<file path="src/rtl/host_port_consts.vh">
`ifndef HOST_PORT_CONSTS_VH
`define HOST_PORT_CONSTS_VH
`define BUS_W 8
`define CTL_PINS 7
`define PIN_CTL_RST 7'h78
`define ALE_IDLE 1'b1
`define ADDR_W 4
`define ADDR_LSB 0
`define ADDR_MSB 3
`define SYNC_RST 3'h0
`define BYTE_RST 8'h00
`define ADDR_RST 4'h0
`define MODE_NONMUX 1'b0
`define MODE_MUX 1'b1
`define CYC_IDLE 2'h0
`define CYC_READ 2'h1
`define CYC_WRITE 2'h2
`endif

</file>
<file path="src/rtl/host_bus_port.v">
// How it works
// - nonmux: with select and write strobe low, read pin high reads, low writes
// - nonmux: write strobe low marks any active cycle, read or write
// - mux: read strobe low while host reads
// - mux: write strobe low while host writes
// - transfers happen only while chip select is low
// - bus lines: data in nonmux, shared address and data in mux
// - register-select lines give address in nonmux, ignored in mux
// - interrupt output low while any interrupt condition is active
// - auxiliary interrupt input is an extra interrupt source
// - card presence inputs high mean a card is inserted
// - start nonmux, rising latch strobe enters mux at any select, reset or deselect with no rise leaves
// - mux: falling latch strobe captures address from low bus lines, any select
`timescale 1ns/100ps
`default_nettype none
`include "host_port_consts.vh"
module host_bus_port #(
  parameter BUS_W = `BUS_W,
  parameter ADDR_W = `ADDR_W
) (
  // clock and reset
  input wire core_clk,
  input wire nrst,
  // host bus pins
  input wire cs_n,
  input wire rd_n,
  input wire wr_n,
  input wire ale,
  input wire [ADDR_W-1:0] reg_sel_lines,
  input wire [BUS_W-1:0] host_bus_lines_in,
  output reg [BUS_W-1:0] host_bus_lines_out,
  output reg host_bus_lines_oe,
  // interrupt and presence pins
  input wire aux_irq_in,
  input wire card_a_present,
  input wire card_b_present,
  output reg int_n,
  // core side: interrupt sources
  input wire core_irq,
  // core side: register access
  output reg [ADDR_W-1:0] reg_addr_r,
  output reg [BUS_W-1:0] wr_data_r,
  output reg wr_stb_r,
  output reg rd_stb_r,
  input wire [BUS_W-1:0] rd_data,
  output reg mux_mode_r,
  output reg aux_irq_r,
  output reg card_a_in_r,
  output reg card_b_in_r
);
  localparam NPIN = `CTL_PINS + ADDR_W + BUS_W;
  // strobes and chip select rest high, latch strobe high, the rest low
  localparam [NPIN-1:0] PIN_RST = {`PIN_CTL_RST, {(ADDR_W + BUS_W){1'b0}}};

  wire [NPIN-1:0] pins_raw;
  wire [NPIN-1:0] pins;
  wire cs_s;
  wire rd_s;
  wire wr_s;
  wire ale_s;
  wire aux_s;
  wire pa_s;
  wire pb_s;
  wire [ADDR_W-1:0] sel_s;
  wire [BUS_W-1:0] bus_s;
  reg ale_d_r;
  reg [ADDR_W-1:0] mux_addr_r;
  reg [1:0] cyc_r;
  reg [1:0] cyc_nxt;
  reg mode_nxt;
  wire ale_rise;
  wire ale_fall;
  wire rd_act;
  wire wr_act;
  wire [ADDR_W-1:0] cur_addr;

  assign pins_raw = {cs_n, rd_n, wr_n, ale, aux_irq_in, card_a_present, card_b_present,
                     reg_sel_lines, host_bus_lines_in};

  pin_sync #(
    .W(NPIN),
    .RST_VAL(PIN_RST)
  ) u_sync (
    .core_clk(core_clk),
    .nrst(nrst),
    .pin_in(pins_raw),
    .level_r(pins)
  );

  assign cs_s = pins[NPIN-1];
  assign rd_s = pins[NPIN-2];
  assign wr_s = pins[NPIN-3];
  assign ale_s = pins[NPIN-4];
  assign aux_s = pins[NPIN-5];
  assign pa_s = pins[NPIN-6];
  assign pb_s = pins[NPIN-7];
  assign sel_s = pins[ADDR_W+BUS_W-1:BUS_W];
  assign bus_s = pins[BUS_W-1:0];

  assign ale_rise = ale_s & ~ale_d_r;
  assign ale_fall = ~ale_s & ale_d_r;

  // decode a pending transfer from the synced strobes
  function xfer_req;
    input sel_lvl_n;
    input rd_lvl_n;
    input wr_lvl_n;
    input mux;
    input want_rd;
    begin
      if (sel_lvl_n) begin
        xfer_req = 1'b0;
      end else if (mux) begin
        xfer_req = want_rd ? ~rd_lvl_n : ~wr_lvl_n;
      end else begin
        xfer_req = ~wr_lvl_n & (want_rd ? rd_lvl_n : ~rd_lvl_n);
      end
    end
  endfunction

  // mode select: mux strobes vs nonmux direction pin
  assign rd_act = xfer_req(cs_s, rd_s, wr_s, mux_mode_r, 1'b1);
  assign wr_act = xfer_req(cs_s, rd_s, wr_s, mux_mode_r, 1'b0);
  assign cur_addr = mux_mode_r ? mux_addr_r : sel_s;

  always @* begin
    mode_nxt = mux_mode_r;
    if (cs_s) begin
      mode_nxt = `MODE_NONMUX;
    end else if (ale_rise) begin
      mode_nxt = `MODE_MUX;
    end
    if (ale_rise & cs_s) begin
      mode_nxt = `MODE_MUX;
    end
  end

  always @* begin
    cyc_nxt = cyc_r;
    case (cyc_r)
      `CYC_IDLE: begin
        if (rd_act) begin
          cyc_nxt = `CYC_READ;
        end else if (wr_act) begin
          cyc_nxt = `CYC_WRITE;
        end
      end
      `CYC_READ: begin
        if (!rd_act) begin
          cyc_nxt = `CYC_IDLE;
        end
      end
      `CYC_WRITE: begin
        if (!wr_act) begin
          cyc_nxt = `CYC_IDLE;
        end
      end
      default: begin
        cyc_nxt = `CYC_IDLE;
      end
    endcase
  end

  // latch strobe history matches the synced reset level, so no false rise
  always @(posedge core_clk or negedge nrst) begin
    if (!nrst) begin
      ale_d_r <= `ALE_IDLE;
      mux_mode_r <= `MODE_NONMUX;
    end else begin
      ale_d_r <= ale_s;
      mux_mode_r <= mode_nxt;
    end
  end

  // multiplexed address latch, open in any chip select state
  always @(posedge core_clk or negedge nrst) begin
    if (!nrst) begin
      mux_addr_r <= `ADDR_RST;
    end else if (ale_fall) begin
      mux_addr_r <= bus_s[`ADDR_MSB:`ADDR_LSB];
    end
  end

  // bus cycle tracker
  always @(posedge core_clk or negedge nrst) begin
    if (!nrst) begin
      cyc_r <= `CYC_IDLE;
    end else begin
      cyc_r <= cyc_nxt;
    end
  end

  // core side strobes, address and write data
  always @(posedge core_clk or negedge nrst) begin
    if (!nrst) begin
      reg_addr_r <= `ADDR_RST;
      wr_data_r <= `BYTE_RST;
      wr_stb_r <= 1'b0;
      rd_stb_r <= 1'b0;
    end else begin
      rd_stb_r <= (cyc_r == `CYC_IDLE) & rd_act;
      wr_stb_r <= (cyc_r == `CYC_WRITE) & ~wr_act; // write taken at end of strobe
      if (cyc_r == `CYC_IDLE) begin
        reg_addr_r <= cur_addr;
      end
      if (cyc_r == `CYC_WRITE) begin
        wr_data_r <= bus_s;
      end
    end
  end

  // bus drive, only while a selected read stands
  always @(posedge core_clk or negedge nrst) begin
    if (!nrst) begin
      host_bus_lines_out <= `BYTE_RST;
      host_bus_lines_oe <= 1'b0;
    end else begin
      host_bus_lines_oe <= rd_act;
      host_bus_lines_out <= rd_act ? rd_data : `BYTE_RST;
    end
  end

  // interrupt and card presence levels
  always @(posedge core_clk or negedge nrst) begin
    if (!nrst) begin
      int_n <= 1'b1;
      aux_irq_r <= 1'b0;
      card_a_in_r <= 1'b0;
      card_b_in_r <= 1'b0;
    end else begin
      aux_irq_r <= aux_s;
      card_a_in_r <= pa_s;
      card_b_in_r <= pb_s;
      int_n <= ~(core_irq | aux_s);
    end
  end
endmodule
`default_nettype wire

</file>
<file path="src/rtl/pin_sync.v">
`timescale 1ns/100ps
`default_nettype none
module pin_sync #(
  parameter W = 1,
  parameter [W-1:0] RST_VAL = {W{1'b0}}
) (
  // clock and reset
  input wire core_clk,
  input wire nrst,
  // raw pins
  input wire [W-1:0] pin_in,
  // filtered level
  output reg [W-1:0] level_r
);
  reg [W-1:0] s1_r;
  reg [W-1:0] s2_r;
  reg [W-1:0] s3_r;
  wire [W-1:0] agree;
  // a bit changes once the second and third stages agree
  assign agree = ~(s2_r ^ s3_r);
  always @(posedge core_clk or negedge nrst) begin
    if (!nrst) begin
      s1_r <= RST_VAL;
      s2_r <= RST_VAL;
      s3_r <= RST_VAL;
      level_r <= RST_VAL;
    end else begin
      s1_r <= pin_in;
      s2_r <= s1_r;
      s3_r <= s2_r;
      level_r <= (agree & s3_r) | (~agree & level_r);
    end
  end
endmodule
`default_nettype wire

</file>
<file path="config.mk">
export PLATFORM = sky130hd
export DESIGN_NAME = host_bus_port
export DESIGN_NICKNAME = d
export VERILOG_FILES = /design/src/rtl/host_bus_port.v /design/src/rtl/pin_sync.v
export VERILOG_INCLUDE_DIRS = /design/src /design/src/rtl
export SDC_FILE = /design/constraint.sdc
export NUM_CORES = 1
export LEC_CHECK = 0
export BUFFER_PORTS_ARGS = -buffer_cell sky130_fd_sc_hd__buf_4
export CORE_UTILIZATION = 58
export CTS_CLUSTER_DIAMETER = 120
export DETAILED_ROUTE_END_ITERATION = 7
export GPL_TIMING_DRIVEN = 0
export PLACE_DENSITY_LB_ADDON = 0.15
export SLEW_MARGIN = 20
export SYNTH_ARGS = -nofsm -noshare
export SYNTH_HDL_FRONTEND = slang
export SYNTH_SLANG_ARGS = --single-unit
export TNS_END_PERCENT = 10
</file>
<file path="constraint.sdc">
create_clock -name core_clk -period 2.5 [get_ports core_clk]
set_clock_uncertainty 0.2 [all_clocks]
set_input_delay 0.5 -clock core_clk [delete_from_list [all_inputs] [get_ports core_clk]]
set_output_delay 0.5 -clock core_clk [all_outputs]
set_load 0.05 [all_outputs]
</file>
==> results.py <==
metrics = {
    "outcome": {
        "outcome": "complete, no violations",
    },
    "detailed_routing": {
        "drc": 0,
        "vias_per_cell": 4.976,
        "dr.pass1.iters": 4,
        "wl_um": 4471,
        "ant_nets": 0,
        "post_drt_wl_per_cell_um": 13.27,
        "vias": 1677,
        "drt_iter0_markers": 34,
    },
    "sta": {
        "setup_tns_ns": 0,
        "timing.final.crit_share_pct": 71.22,
        "slew_headroom_pct": 38.74,
        "period_needed_ns": 1.780,
        "worst_slew_pin_slew_ns": 0.9189,
        "hold_viol": 0,
        "grt_setup_unrepaired": "false",
        "whs_ns": 0.03366,
        "max_freq_ghz": 0.5617,
        "setup_viol": 0,
        "final-max-slew-violation-count": 0,
    },
    "setup_path": {
        "startpoint": "int_n$_DFF_PN1_",
        "critPathKind": "reg -> out",
        "cp_max_fo": 1,
        "r2r-start": "ale_d_r$_DFF_PN1_",
        "cpLargestDelayFamily": "flip-flops",
        "cp_num_buf_inv": 1,
        "crit_arrival_ns": 1.08,
        "cp-start-kind": "flip-flop",
        "cp_cell_sequence": "buf_4",
        "cp_slowest_cell": "dfstp_2",
        "cp.required_ns": 1.80,
        "timing.critical_path.to_type": "primary output",
        "slowest_delay_ns": 0.53,
    },
    "cells_and_area": {
        "multi_input_area_um2": 594.3,
        "seqCellArea_um2": 2800,
        "final_nets": 290,
        "utilization_pct": 74.03,
        "fin_cells": 337,
        "area_growth_syn_to_layout_pct": 20.65,
        "drive_above_1_share_pct": 40.75,
        "n_fill_cell": 373,
        "antennaDiodeCount": 0,
    },
    "synth": {
        "synth_top_area_share_pct": 67.64,
        "yosys.area.top_type": "dfrtp_1",
        "syn_nets": 222,
        "synth.avg_cell_area_um2": 17.92,
        "ys_top_cells_by_count": "93 x dfrtp_1, 19 x maj3_1, 18 x dfstp_2",
        "synth_cell_types": 21,
        "yosysMostFrequentCell": "dfrtp_1",
        "synth_edf_count": 0,
        "synth_cells": 192,
        "yosysWarningCount": 0,
        "async_flop_share_pct": 100.0,
        "yosys_most_used_dff": "dfrtp_1",
        "mappedNetlistArea_um2": 3441,
        "synth_seq_cells": 111,
        "synth_area_leaders": "dfrtp_1 68%, dfstp_2 14%, maj3_1 5.5%",
        "yosysSeqAreaShare_pct": 81.38,
    },
    "global_routing": {
        "gr-total-overflow": 0,
        "grt_max_degree": 112,
        "gr-usage-all-layers_pct": 16.80,
        "antenna_found_initial": 0,
        "grt_pass1_vias": 1707,
        "grt_pass1_wl_um": 7714,
    },
    "clocking": {
        "tritoncts": "built",
        "numCtsBuffers": 9,
        "clkTransAtPathRegs_ns": 0.10,
        "clk_latency_ns": 0.36,
        "h-tree-depth": 3,
        "cts_setup_buffers": 0,
        "clock-root-buffer": "clkbuf_8",
        "cts_resized": 0,
        "cts.path.max_buffers": 2,
        "hold_buffers": 0,
        "clock-sinks": 111,
    },
    "die": {
        "die_h_um": 79.02,
        "start_util_pct": 61.36,
        "coreArea_um2": 5608,
        "ioPinCount": 58,
        "rows": 27,
        "die_x_um": 79.02,
        "die-area_um2": 6244,
    },
    "power_and_ir_drop": {
        "ir_drop_mv": 0.5526,
        "power.leakage_uw": 0.001887,
        "finalPower_uw": 4025,
        "cellPowerDensity_nw_per_um2": 969.6,
    },
    "worst_hold_path": {
        "hold_path.class": "in -> reg",
        "hold_start": "ale",
    },
    "flow_run": {
        "maxCapViolations": 0,
    },
    "place": {
        "gp_congestion": 0.7141,
        "placed_cells": 321,
        "dp_hpwl_um": 3025,
        "port_buffers": 57,
    },
}
metal layers:
| layer | global-route usage (%) | part of all wire (%) | vias to the layer above |
|---|---|---|---|
| li1 | - | - | 783 |
| met1 | 21.62 | 44 | 837 |
| met4 | 6.000 | 1.0 | 0 |
| met3 | 6.092 | 6.1 | 8 |
| met2 | 26.55 | 48 | 49 |
| met5 | 0 | 0 | - |
cell families after synthesis:
| kind of cell | synth area share (%) |
|---|---|
| adders and majority gates | 5.527 |
| buffers and inverters | 1.345 |
| muxes | 5.091 |
| and+or+nand+nor | 2.946 |
| AOI/OAI and AO/OA | 3.709 |
| DFF | 81.38 |
area by class of cell:
| class | instances | area share (%) |
|---|---|---|
| sequential | 111 | 67.45 |
| tap | 72 | 2.170 |
| timing repair buffer | 57 | 10.40 |
| inverter | 3 | 0.2712 |
| clock buffer | 10 | 3.074 |
| buffer | 5 | 0.8439 |
| multi-input combinational | 73 | 14.32 |
| clock inverter | 6 | 1.477 |
stage by stage:
step	cell area (um^2)	setup WS [ns]
2_1_floorplan	3441	0.7455
3_3_place_gp	3959	0.6223
3_5_place_dp	3963	0.9224
4_1_cts	4151	0.6912
5_1_grt	4151	0.6738
6_report	4151	0.7196
cells in the final DEF (no fill, tap or decap), drive strengths merged, types with 2 or more instances in the layout:
master	count
clkbuf	12
buf	60
maj3	19
inv	7
mux2	12
dfrtp	93
a21oi	10
nand2b	10
o21ai	8
nor2	2
dfstp	18
a211oi	2
mux2i	4
path summary, 6_finish.rpt:
kind,slack [ns],to,cells past startpoint
setup / recovery,0.72,int_n,1
hold / removal,0.03,u_sync.s1_r[15]$_DFF_PN1_,1
setup reg to reg,0.91,mux_addr_r[2]$_DFFE_PN0P_,2
hold reg to reg,0.16,u_sync.s2_r[4]$_DFF_PN0_,0
max in group asynchronous,1.44,mux_addr_r[0]$_DFFE_PN0P_,1
min in group asynchronous,0.04,reg_addr_r[0]$_DFFE_PN0P_,1
power breakdown:
group          leakage, uW  switching, uW  internal (uW)  total, uW
Sequential         0.00130            114           2030       2140
Clock            0.0000926            588            389        976
Combinational     0.000491            592            318        910
No activity file was read; power rests on OpenSTA's default activity.
